File: src/design/power_mode_defs.vh
// Operation
// - Push-to-fix sleeps at most two hours, then wakes to refresh data.
// - Toggle rise hibernates a running receiver and wakes a sleeping one.
// - Text-mode shutdown sentence with parameter 16 enters the off state after wind-down.
// - Binary message 205 enters the software-commanded off state.
// - After commanded off, clock and memory run from the backup supply.
`ifndef POWER_MODE_DEFS_VH
`define POWER_MODE_DEFS_VH

// ==========================================================================
// Clock and timing
// ==========================================================================
`define MCLK_HZ 40'h0007735940
`define PTF_SLEEP_MAX_S 40'h0000001C20
`define PTF_CNT_W 40
`define HOST_SUPPLY_HOLD_MS 32'h000007D0
`define WIND_DOWN_MS 32'h0000000A
`define MS_PER_S 40'h00000003E8
`define CNT_ONE 40'h0000000001
`define CNT_ZERO 40'h0000000000

// ==========================================================================
// Firmware feature thresholds, major/minor/patch in nibbles
// ==========================================================================
`define FW_VER_W 12
`define FW_TOGGLE_MIN 12'h325
`define FW_SHUTDOWN_MIN 12'h350
`define FW_DEFAULT 12'h350

// ==========================================================================
// Command decode
// ==========================================================================
`define CMD_W 8
`define NMEA_SHUTDOWN_PARAM 8'h10
`define BIN_OFF_MSG_ID 8'hCD

// ==========================================================================
// Mode state encoding width
// ==========================================================================
`define MODE_W 3

`endif

File: src/design/pin_sync3.v
`timescale 1ns/1ps
// ==========================================================================
// Three-stage pin synchroniser with agreement filter
// ==========================================================================
module pin_sync3
(
    input wire mclk,
    input wire rst,
    input wire pin,
    output reg level_q
);

reg s1_q;
reg s2_q;
reg s3_q;

always @(posedge mclk or posedge rst)
begin
    if (rst)
    begin
        s1_q <= 1'b0;
        s2_q <= 1'b0;
        s3_q <= 1'b0;
        level_q <= 1'b0;
    end
    else
    begin
        s1_q <= pin;
        s2_q <= s1_q;
        s3_q <= s2_q;
        // Stage one stays out of the compare; it may be metastable
        if (s2_q == s3_q)
        begin
            level_q <= s3_q;
        end
    end
end

endmodule // pin_sync3

File: src/design/power_mode_ctrl.v
`timescale 1ns/1ps
`include "power_mode_defs.vh"

// ==========================================================================
// Receiver power-mode controller
// ==========================================================================
module power_mode_ctrl
#(
    // Firmware level the core reports; arbitrary default
    parameter [11:0] FW_VERSION = `FW_DEFAULT,
    // Longest push-to-fix sleep, two hours of mclk
    parameter [39:0] PTF_SLEEP_CYCLES = `PTF_SLEEP_MAX_S * `MCLK_HZ,
    // Wind-down before the RF indicator drops after a shutdown command
    parameter [39:0] WIND_DOWN_CYCLES =
        (`WIND_DOWN_MS * `MCLK_HZ) / `MS_PER_S
)
(
    input wire mclk,
    input wire rst,
    input wire power_toggle,
    input wire ptf_enable,
    input wire fix_done,
    input wire cmd_valid,
    input wire cmd_binary_mode,
    input wire cmd_is_shutdown_sentence,
    input wire [7:0] cmd_msg_id,
    input wire [7:0] cmd_param,
    output reg rf_power_up_indicator,
    output reg core_power_en,
    output reg refresh_req,
    output reg rtc_run,
    output reg sram_retain,
    output reg backup_supply_select,
    output reg cmd_accept,
    output reg [2:0] mode
);

// ==========================================================================
// States
// ==========================================================================
localparam [2:0] ST_RUN = 3'h0;
localparam [2:0] ST_PTF_SLEEP = 3'h1;
localparam [2:0] ST_HIBERNATE = 3'h2;
localparam [2:0] ST_WIND_DOWN = 3'h3;
localparam [2:0] ST_OFF = 3'h4;

// ==========================================================================
// Toggle pin synchronisation and edge detect
// ==========================================================================
wire toggle_level;
reg toggle_prev_q;
wire toggle_rise;

pin_sync3 u_toggle_sync
(
    .mclk(mclk),
    .rst(rst),
    .pin(power_toggle),
    .level_q(toggle_level)
);

always @(posedge mclk or posedge rst)
begin
    if (rst)
    begin
        toggle_prev_q <= 1'b0;
    end
    else
    begin
        toggle_prev_q <= toggle_level;
    end
end

// One edge per pulse; holding the pin high does nothing more
assign toggle_rise = toggle_level & ~toggle_prev_q;

// ==========================================================================
// Feature gating by firmware level
// ==========================================================================
wire toggle_hib_ok;
wire nmea_off_ok;

assign toggle_hib_ok = (FW_VERSION >= `FW_TOGGLE_MIN);
assign nmea_off_ok = (FW_VERSION >= `FW_SHUTDOWN_MIN);

// ==========================================================================
// Shutdown command decode
// ==========================================================================
wire nmea_shutdown;
wire bin_shutdown;
wire shutdown_cmd;

assign nmea_shutdown = cmd_valid & ~cmd_binary_mode &
    cmd_is_shutdown_sentence & nmea_off_ok &
    (cmd_param == `NMEA_SHUTDOWN_PARAM);
assign bin_shutdown = cmd_valid & cmd_binary_mode &
    (cmd_msg_id == `BIN_OFF_MSG_ID);
assign shutdown_cmd = nmea_shutdown | bin_shutdown;

// ==========================================================================
// Mode state machine
// ==========================================================================
reg [2:0] state_q;
reg [2:0] state_d;
reg [39:0] cnt_q;
reg [39:0] cnt_d;
reg refresh_d;
reg accept_d;

always @*
begin
    state_d = state_q;
    cnt_d = cnt_q;
    refresh_d = 1'b0;
    accept_d = 1'b0;
    case (state_q)
        ST_RUN:
        begin
            // Command wins over a toggle edge in the same cycle
            if (shutdown_cmd)
            begin
                state_d = ST_WIND_DOWN;
                cnt_d = WIND_DOWN_CYCLES;
                accept_d = 1'b1;
            end
            else if (toggle_rise && toggle_hib_ok)
            begin
                state_d = ST_HIBERNATE;
            end
            else if (ptf_enable && fix_done)
            begin
                state_d = ST_PTF_SLEEP;
                cnt_d = PTF_SLEEP_CYCLES;
            end
        end
        ST_PTF_SLEEP:
        begin
            // Extra fix on demand, or the periodic refresh
            if (toggle_rise)
            begin
                state_d = ST_RUN;
                refresh_d = 1'b1;
            end
            else if (cnt_q <= `CNT_ONE)
            begin
                state_d = ST_RUN;
                refresh_d = 1'b1;
            end
            else
            begin
                cnt_d = cnt_q - `CNT_ONE;
            end
        end
        ST_HIBERNATE:
        begin
            if (toggle_rise)
            begin
                state_d = ST_RUN;
            end
        end
        ST_WIND_DOWN:
        begin
            // Kept short so the indicator falls well inside the host hold
            if (cnt_q <= `CNT_ONE)
            begin
                state_d = ST_OFF;
                cnt_d = `CNT_ZERO;
            end
            else
            begin
                cnt_d = cnt_q - `CNT_ONE;
            end
        end
        ST_OFF:
        begin
            // Only a supply cycle, seen as reset, leaves this state
            state_d = ST_OFF;
        end
        default:
        begin
            state_d = ST_RUN;
            cnt_d = `CNT_ZERO;
        end
    endcase
end

always @(posedge mclk or posedge rst)
begin
    if (rst)
    begin
        state_q <= ST_RUN;
        cnt_q <= `CNT_ZERO;
    end
    else
    begin
        state_q <= state_d;
        cnt_q <= cnt_d;
    end
end

// ==========================================================================
// Registered outputs, derived from the next state
// ==========================================================================
always @(posedge mclk or posedge rst)
begin
    if (rst)
    begin
        rf_power_up_indicator <= 1'b0;
        core_power_en <= 1'b0;
        refresh_req <= 1'b0;
        rtc_run <= 1'b0;
        sram_retain <= 1'b0;
        backup_supply_select <= 1'b0;
        cmd_accept <= 1'b0;
        mode <= ST_RUN;
    end
    else
    begin
        // RF stays up through wind-down; its fall tells the host it may cut
        rf_power_up_indicator <= (state_d == ST_RUN) ||
            (state_d == ST_WIND_DOWN);
        core_power_en <= (state_d == ST_RUN) ||
            (state_d == ST_WIND_DOWN);
        refresh_req <= refresh_d;
        // Clock and memory are kept in every low-power state
        rtc_run <= 1'b1;
        sram_retain <= (state_d != ST_RUN) &&
            (state_d != ST_WIND_DOWN);
        backup_supply_select <= (state_d == ST_OFF);
        cmd_accept <= accept_d;
        mode <= state_d;
    end
end

endmodule // power_mode_ctrl

File: config.mk
export PLATFORM = sky130hd
export DESIGN_NAME = power_mode_ctrl
export DESIGN_NICKNAME = d
export VERILOG_FILES = /design/src/design/pin_sync3.v /design/src/design/power_mode_ctrl.v
export VERILOG_INCLUDE_DIRS = /design/src /design/src/design
export SDC_FILE = /design/constraint.sdc
export NUM_CORES = 1
export LEC_CHECK = 0
export BUFFER_PORTS_ARGS = -buffer_cell sky130_fd_sc_hd__buf_4
export CAP_MARGIN = 20
export CORE_AREA = 2 2 164 86
export DETAILED_ROUTE_END_ITERATION = 8
export DIE_AREA = 0 0 166 88
export GPL_ROUTABILITY_DRIVEN = 1
export PLACE_DENSITY = 0.44
export SYNTH_ARGS = -nofsm -noshare
export SYNTH_HDL_FRONTEND = slang
export SYNTH_SLANG_ARGS = --single-unit
File: constraint.sdc
create_clock -name mclk -period 2.6 [get_ports mclk]
set_clock_uncertainty 0.15 [all_clocks]
set_input_delay 0.52 -clock mclk [delete_from_list [all_inputs] [get_ports mclk]]
set_output_delay 0.52 -clock mclk [all_outputs]
set_load 0.03 [all_outputs]
==> run metrics, run 1 <==
status finished clean; simple-gate share of the synthesized area 25.8%; Routed wire per std cell between 15 and 20 µm; GRT overflow 0; TritonRoute pass-1 iters 5; CP max stage cell or4_4; row count 30; VDD IR-drop max about 0.38 mV; Final Core Density 31.2%; Reg-to-Reg Start cnt_q[31]; Final Power 4.81 mW; slew at the pin with the worst max-slew slack 609 ps; Fin Setup TNS 0 ps; CP delay by family, top simple AND/OR/NAND/NOR gates; post-synthesis average cell area 8.70 µm²; Worst R2R Path Depth 8; top-level I/O count 34; H-tree depth 2; post-synthesis sequential area ratio about two fifths; Fillers 1373; top cells by instance count after synthesis 54 x dfrtp_1, 27 x nand2_1, 27 x nor3_1, 25 x a21oi_1, 24 x inv_1; CP Cell Sequence nor3_1 > nand4_1 > buf_4 > or4_4 > nand3_1 > a31o_2 > buf_12 > o22ai_1; Post-Syn Area between 3000 and 4000 µm²; mux cell area share after synthesis less than 1%; Worst Path Max Fanout 20; first-pass GRT wire length 16700 µm; LEAKAGE approximately 1.7 nW; switch share 46.7%; largest family of logic cells by synthesized area simple AND/OR/NAND/NOR gates; Post-Synth XOR/XNOR Area 0%; pwr dens 1170 nW/µm²; Buf+Inv Stages, Crit Path 2; GRT Util Overall 14.9%; die width roughly 170 µm; core area 13200 µm²; final worst-path cycle share 95.1%; count of final setup violators 0; Clock transition at path regs 70 ps; Adder-Cell Fraction of Synth Area approximately 1.1%; Initial DRC Count 250; P_int approximately 2.6 mW; EDFF count, synth 0; max-cap viol count 0; share of async-settable or async-resettable flops after synthesis 100%; DR vias 3061; post-DP HPWL 7430 µm; Worst setup startpoint cnt_q[31]; Root Driver clkbuf_16; CTS Buffer Depth 2; initial antenna violation count 0; diode count 0; antenna violation net count after detailed routing 0; Yosys top cell by area dfrtp_1; largest net degree at the start of global routing 55; largest stage delay on the critical path around 570 ps; fin worst setup slack 127 ps; Synth warnings 0; Compound-Gate Fraction of Synth Area 23.9%; RSZ-0062 raised after global routing no; ys flop type dfrtp_1; CTS tree done; most common cell in the netlist dfrtp_1; Distinct cells, synth 50; worst hold slack 117 ps; Synth-to-Final Area Change 27.6%; Hold Buf Count CTS 0; Max Fclk 0.404 GHz; clock latency on the worst-skew pair 300 ps; max-slew violation count 0; crit path capture type flop; IO Port Bufs 33; Slew headroom 59.4%; full die area approximately 15000 µm²; r2r endpoint cnt_q[11]; pre-CTS setup slack 22.0 ps; Synth top area share 42.0%; CTS Sinks 54; Flop pwr share 28.3%; DRC 0; Die H 88 µm; WS Path Type flop to flop; Num CTS Buffers 5; Initial Utilization 24.4%; RePlAce Congestion ~0.85; Seq cells post-synth 54; drt total wl about 10000 µm; layout cell share with drive strength beyond 1 between 20% and 30%; Net Sw Power ~2.2 mW; Net Count, Synth 396; Clock power frac 14.6%; final hold vios 0; worst hold path class input port to asynchronous set/reset pin; min Tclk post-route 2470 ps; top cells by area, synth dfrtp_1 42%, nor3_1 4.2%, a21oi_1 3.9%; NumNets Final about 450; Reg2Reg Setup Slack 130 ps; startpoint types flop; arrival time at the worst endpoint 2500 ps; Logic pwr share 57.0%; Syn Inst Count 370; WP data required 2630 ps; vias per cell 5.07; vias in the first global route 2847
worst reg2reg max path: stages (launching register included):
cell and delay (ps):
dfrtp_1 410, nor3_1 330, nand4_1 140, buf_4 180
or4_4 570, nand3_1 110, a31o_2 190, buf_12 170
o22ai_1 110
layer usage:
layer,part of all wire [%],global-route usage [%],vias up
met5,0,0,-
met4,0.57,3.72,0
met3,6.9,3.93,4
met2,36,18.1,83
met1,56,24.3,1473
li1,-,-,1501
cell families after synthesis:
family / count (synthesis)
other cells: 1
simple gates: 143
compound gates: 121
fa+ha+maj: 3
buf+inv: 47
mux: 1
flops: 54
how the worst max path moves through the flow:
| stage | cells past startpoint | end | slack [ps] |
|---|---|---|---|
| after floorplan | 8 | cnt_q[32] | 60 |
| after global placement | 10 | cnt_q[22] | 30 |
| after detailed placement | 10 | cnt_q[22] | 20 |
| after CTS | 7 | cnt_q[12] | 60 |
| after global routing | 10 | cnt_q[22] | 10 |
| final | 8 | cnt_q[11] | 130 |
layout make-up:
cell class / instances / area (µm²) / area share [%]
inverters: 24 / 90.1 / 2.19
well taps: 176 / 220 / 5.36
repair buffers: 73 / 611 / 14.9
clock buffers: 7 / 143 / 3.47
multi-input cells: 269 / 1690 / 41.1
clock inverters: 1 / 5.00 / 0.122
flip-flops and latches: 54 / 1350 / 32.9
power groups by stage:
stage / clock, mW / sequential [mW] / combinational (mW)
3_3_place_gp: 0 / 1.36 / 2.65
3_5_place_dp: 0 / 1.36 / 2.66
6_report: 0.704 / 1.36 / 2.74
2_1_floorplan: 0 / 1.37 / 1.68
5_1_grt: 0.765 / 1.40 / 3.03
4_1_cts: 0.716 / 1.35 / 2.68
registers in the layout, summed over array words and instances, names as in the netlist:
signal	cells
u_toggle_sync.s1_q	1
core_power_en	1
mode	3
cnt_q	40
cmd_accept	1
sram_retain	1
u_toggle_sync.s2_q	1
u_toggle_sync.level_q	1
refresh_req	1
backup_supply_select	1
rtc_run	1
u_toggle_sync.s3_q	1
toggle_prev_q	1
placed cells by master (no fill, tap or decap), drive strengths merged, types with 3 or more instances in the layout:
cell type | netlist | layout
and3 | 4 | 4
nor4 | 15 | 15
nand3 | 17 | 17
nor3 | 27 | 27
buf | 10 | 73
nand4 | 10 | 10
dfrtp | 54 | 54
nor2 | 23 | 23
nor4bb | 3 | 3
o211ai | 3 | 3
a21oi | 25 | 25
a21o | 5 | 5
nand2b | 3 | 3
nor3b | 3 | 3
a211oi | 7 | 7
o22ai | 15 | 15
o21ai | 31 | 31
or3 | 3 | 3
o31ai | 4 | 4
a41oi | 4 | 4
nand2 | 28 | 28
inv | 24 | 24
a31oi | 12 | 12
clkbuf | 13 | 7
through the flow:
| step | std cells | cell area (µm²) |
|---|---|---|
| after floorplan | 370 | 3220 |
| after global placement | 592 | 3900 |
| after detailed placement | 592 | 3900 |
| after CTS | 600 | 4050 |
| after global routing | 604 | 4110 |
| final | 604 | 4110 |
timing repair:
action | 4_1_cts | 5_1_grt
pin swaps | 0 | 4
buffers inserted | 0 | 4
resized for setup | 1 | 3
setup endpoints to repair | 1 | 32
gates cloned | 0 | 0
No activity file was read; power rests on OpenSTA's default activity.
==> run 2: changes to the inputs <==
PLACE_DENSITY = 0.43   (was 0.44)
clock period = 3.1 ns   (was 2.6 ns; I/O delays follow)
==> run 2 against run 1 <==
Against the previous run: first-iteration DRC count increased by 39%; worst hold slack better by 81 ps; power shrank 16%; final area is 1.5% lower; global-route usage is 0.27 points lower; die area unchanged; utilization fell by 0.47 points; register-to-register slack improved by 330 ps; largest cell class unchanged; largest power group unchanged.
==> run metrics, run 2 (synthesis gave the netlist of run 1 again) <==
final hold vios 0; post-CTS sizing 0; TritonRoute pass-1 iters 5; LEAKAGE 1.68 nW; Initial DRC Count approximately 350; CTS Sinks 54; VDD IR-drop max 0.337 mV; Placed Area 3840 µm²; DRC 0; arrival time at the worst endpoint between 2000 and 3000 ps; Reg-to-Reg Start cnt_q[23]; slew at the pin with the worst max-slew slack between 600 and 700 ps; status finished clean; vias per cell 5.07; pwr dens about 1000 nW/µm²; first-pass GRT wire length between 15000 and 20000 µm; core area 13200 µm²; CP max stage cell or4_4; Post-Layout Inst Area ~4000 µm²; layout cell share with drive strength beyond 1 22.3%; top-level I/O count 34; Clock power frac 18.7%; CTS Buffer Depth 2; WP data required 3180 ps; Worst setup startpoint cnt_q[23]; WS Path Type flop to flop; Initial Utilization 24.4%; NumNets Final 447; RePlAce Congestion 0.799; Root Driver clkbuf_16; worst hold path class input port to asynchronous set/reset pin; Hold Buf Count CTS 0; RSZ-0062 raised after global routing no; Synth-to-Final Area Change 25.7%; largest stage delay on the critical path ~540 ps; post-DP HPWL 7370 µm; CP delay by family, top simple AND/OR/NAND/NOR gates; DR vias 3032; Biggest register cnt_q; die width 166 µm; H-tree depth 2; final worst-path cycle share 85.4%; postcts setup bufs 0; most frequent cells in the layout 65 x buf_4, 54 x dfrtp_1, 27 x nor3_1, 27 x nand2_1, 25 x a21oi_1; Clock transition at path regs approximately 70 ps; largest net degree at the start of global routing 42; CP Cell Sequence nor4_1 > nand4_2 > or4_4 > o21ai_4 > buf_12 > o21bai_1 > o2bb2ai_1; Flop pwr share between 20 and 30%; Fillers 1365; Worst Path Max Fanout 26; min Tclk post-route 2650 ps; Fin Setup TNS 0 ps; diode count 0; Max Fclk 0.378 GHz; row count 30; count of final setup violators 0; IO Port Bufs 33; antenna violation net count after detailed routing 0; switch share 45.1%; Die H 88 µm; P_int 2.23 mW; Logic pwr share a little over half; clock latency on the worst-skew pair 300 ps; max FFs per register 40; GRT Util Overall between 10 and 15%; Slew headroom 58.2%; initial antenna violation count 0; max-cap viol count 0; startpoint types flop; vias in the first global route 2852; Routed wire per std cell 16.9 µm; drt total wl 10100 µm; Top Registers cnt_q x40, mode x3; GRT overflow 0; full die area about 15000 µm²; max-slew violation count 0; CTS tree done; crit path capture type flop; commonest non-fill, non-tap cell in the layout buf_4; Final Power 4.06 mW; Num CTS Buffers 5; Net Sw Power 1.83 mW; Buf+Inv Stages, Crit Path 1
==> run 2: cell types whose count changed in the layout (fill, tap and decap cells not counted) <==
| cell | previous run | this run |
|---|---|---|
| nor4_4 | 4 | 3 |
| bufinv_16 | 0 | 2 |
| nor4_1 | 6 | 7 |
| clkinv_2 | 1 | 0 |
| buf_12 | 5 | 2 |
| nor4b_4 | 1 | 0 |
| clkbuf_1 | 1 | 0 |
| nor4b_1 | 1 | 2 |
| buf_4 | 68 | 65 |
==> run 2: worst register-to-register path, delay by kind of cell (launching register included) <==
kind                   cells  cell delay, ps
AND/OR/NAND/NOR            3            1250
flip-flops                 1             440
AO/OA/AOI/OAI              3             500
buffers and inverters      1             250
==> run 2: layout make-up <==
| type | instances | area, µm² | share of cell area, % |
|---|---|---|---|
| clock buffer | 6 | 139 | 3.43 |
| clock inverter | 2 | 60.1 | 1.49 |
| inverter | 24 | 90.1 | 2.23 |
| multi-input combinational | 269 | 1660 | 40.9 |
| sequential | 54 | 1350 | 33.4 |
| tap | 176 | 220 | 5.45 |
| timing repair buffer | 67 | 528 | 13.1 |
==> run 2: per-stage QoR <==
stage | worst slack, ps | hold slack, ps | utilization, % | std cells
floorplan | 563 | 181 | - | 370
global placement | 467 | 184 | 29.2 | 590
detailed placement | 480 | 188 | 29.2 | 590
CTS | 459 | 204 | 30.7 | 598
global route | 296 | 210 | 30.7 | 598
finish | 453 | 198 | 30.7 | 598
==> run 2: metal layers <==
layer / GRT usage (%) / share of wire (%)
met5: 0 / 0
met4: 2.85 / 0.63
met3: 4.07 / 5.9
met2: 18.6 / 36
met1: 23.5 / 57
==> run 2: path summary, 6_finish.rpt <==
check,endpoint,cells past startpoint,slack [ps]
worst max-delay path,cnt_q[9],7,450
worst min-delay path,mode[2],2,200
worst max register to register,cnt_q[9],7,450
worst min register to register,u_toggle_sync.s2_q,0,200
max in group asynchronous,cnt_q[29],3,1950
min in group mclk,u_toggle_sync.s2_q,0,200
==> run 2: power by group through the flow <==
stage | combinational (mW) | sequential (mW) | clock, mW
final | 2.16 | 1.13 | 0.758
after detailed placement | 2.14 | 1.15 | 0
after global placement | 2.15 | 1.14 | 0
after floorplan | 1.41 | 1.15 | 0
after CTS | 2.15 | 1.13 | 0.781
after global routing | 2.41 | 1.17 | 0.812
==> run 3: changes to the inputs <==
CTS_BUF_LIST = sky130_fd_sc_hd__clkbuf_4   (was not set)
==> run 3 against run 2 <==
Against the previous run: worst hold slack got worse by 120 ps; non-clock buffer count unchanged; setup slack lost 35 ps; flip-flop and latch count stayed put; global-route usage down 0.12 points; critical path depth unchanged; largest power group unchanged.
==> run metrics, run 3 (synthesis gave the netlist of run 1 again) <==
status finished clean; met1 Use GR 24.2%; Top Registers cnt_q x40, mode x3; M2 GR Usage 18.5%; IO Port Bufs 33; Worst Path Max Fanout 26; post-CTS sizing 0; Flop pwr share between 20 and 30%; Root Driver clkbuf_4; postcts setup bufs 0; full die area 14600 µm²; Biggest register cnt_q; core area 13200 µm²; Synth-to-Final Area Change 22.6%; initial antenna violation count 0; switch share roughly 48%; post-DP HPWL approximately 7400 µm; pwr dens 960 nW/µm²; H-tree depth 2; Clock power frac a little over an eighth; vias in the first global route 2827; antenna violation net count after detailed routing 0; DRC 0; Max Fclk about 0.37 GHz; max-cap viol count 0; DR vias 3050; final worst-path cycle share 86.5%; LEAKAGE approximately 1.6 nW; largest net degree at the start of global routing 42; Initial DRC Count 332; met3 usage 2.89%; Initial Utilization 24.4%; CTS Buffer Depth 2; Die H 88 µm; max-slew violation count 0; min Tclk post-route 2680 ps; Logic pwr share 57.0%; VDD IR-drop max around 0.27 mV; RePlAce Congestion 0.799; non-filler cells in the finished layout around 600; worst hold path class input port to asynchronous set/reset pin; top-level I/O count 34; row count 30; RSZ-0062 raised after global routing no; area of the multi-input gates between 1500 and 2000 µm²; GRT Util Overall 14.5%; Fin Setup TNS 0 ps; GRT overflow 0; Fillers 1379; Clock transition at path regs around 170 ps; WP data required 3290 ps; most frequent cells in the layout 65 x buf_4, 54 x dfrtp_1, 27 x nor3_1, 27 x nand2_1, 25 x a21oi_1; Net Sw Power 1.80 mW; count of final setup violators 0; slew at the pin with the worst max-slew slack 607 ps; crit path capture type flop; NumNets Final 447; Num CTS Buffers 5; diode count 0; final hold vios 0; clock latency on the worst-skew pair roughly 400 ps; CTS tree done; first-pass GRT wire length 16400 µm; WS Path Type flop to flop; arrival time at the worst endpoint ~2900 ps; TritonRoute pass-1 iters 6; Slew headroom 59.5%; CTS Sinks between 50 and 60; drt total wl 10100 µm; commonest non-fill, non-tap cell in the layout buf_4; max FFs per register 40; vias per cell approximately 5; layout cell share with drive strength beyond 1 22.0%; register area about 1400 µm²; die width approximately 170 µm; Hold Buf Count CTS 0; startpoint types flop; P_int around 2.0 mW; Routed wire per std cell 16.9 µm; GR peak layer met1; placed insts 590
-- run 3: power by group through the flow --
stage	clock [mW]	combinational, mW	sequential [mW]
6_report	0.495	2.16	1.13
5_1_grt	0.546	2.41	1.17
4_1_cts	0.517	2.15	1.13
3_5_place_dp	0	2.14	1.15
3_3_place_gp	0	2.15	1.14
2_1_floorplan	0	1.41	1.15
-- run 3: cell type report --
type                    instances  share of cell area (%)
multi-input cells             269                    41.9
flip-flops and latches         54                    34.2
repair buffers                 67                    13.4
well taps                     176                    5.58
inverters                      24                    2.28
clock inverters                 3                    1.62
clock buffers                   5                   0.951
-- run 3: worst paths after layout --
path,startpoint,endpoint,slack (ps),cells after the start
max,cnt_q[23],cnt_q[9],420,7
min,rst,sram_retain,70,2
max reg2reg,cnt_q[23],cnt_q[9],420,7
min reg2reg,u_toggle_sync.s1_q,u_toggle_sync.s2_q,220,0
max in group asynchronous,rst,cnt_q[21],2070,3
min in group mclk,power_toggle,u_toggle_sync.s1_q,170,1
-- run 3: metrics by stage --
step	utilization, %	instance area [µm²]	hold WS, ps	total power, mW	setup WS, ps
final	30.0	3950	73.7	3.79	418
after global routing	30.0	3950	87.0	4.12	280
after CTS	30.0	3950	77.9	3.80	444
after detailed placement	29.2	3840	188	3.29	480
after global placement	29.2	3840	184	3.29	467
after floorplan	-	3220	181	2.56	563
-- run 3: routing by layer --
metal  up-vias  wire length (µm)
met5         -                 0
met4         0                35
met3         5               608
met2        74              3680
met1      1484              5770
li1       1487                 -
-- run 3: worst max-delay path: stages (launching register included) --
cell	delay [ps]
dfrtp_1	470
nor4_1	490
nand4_2	240
or4_4	540
o21ai_4	230
buf_12	250
o21bai_1	130
o2bb2ai_1	130
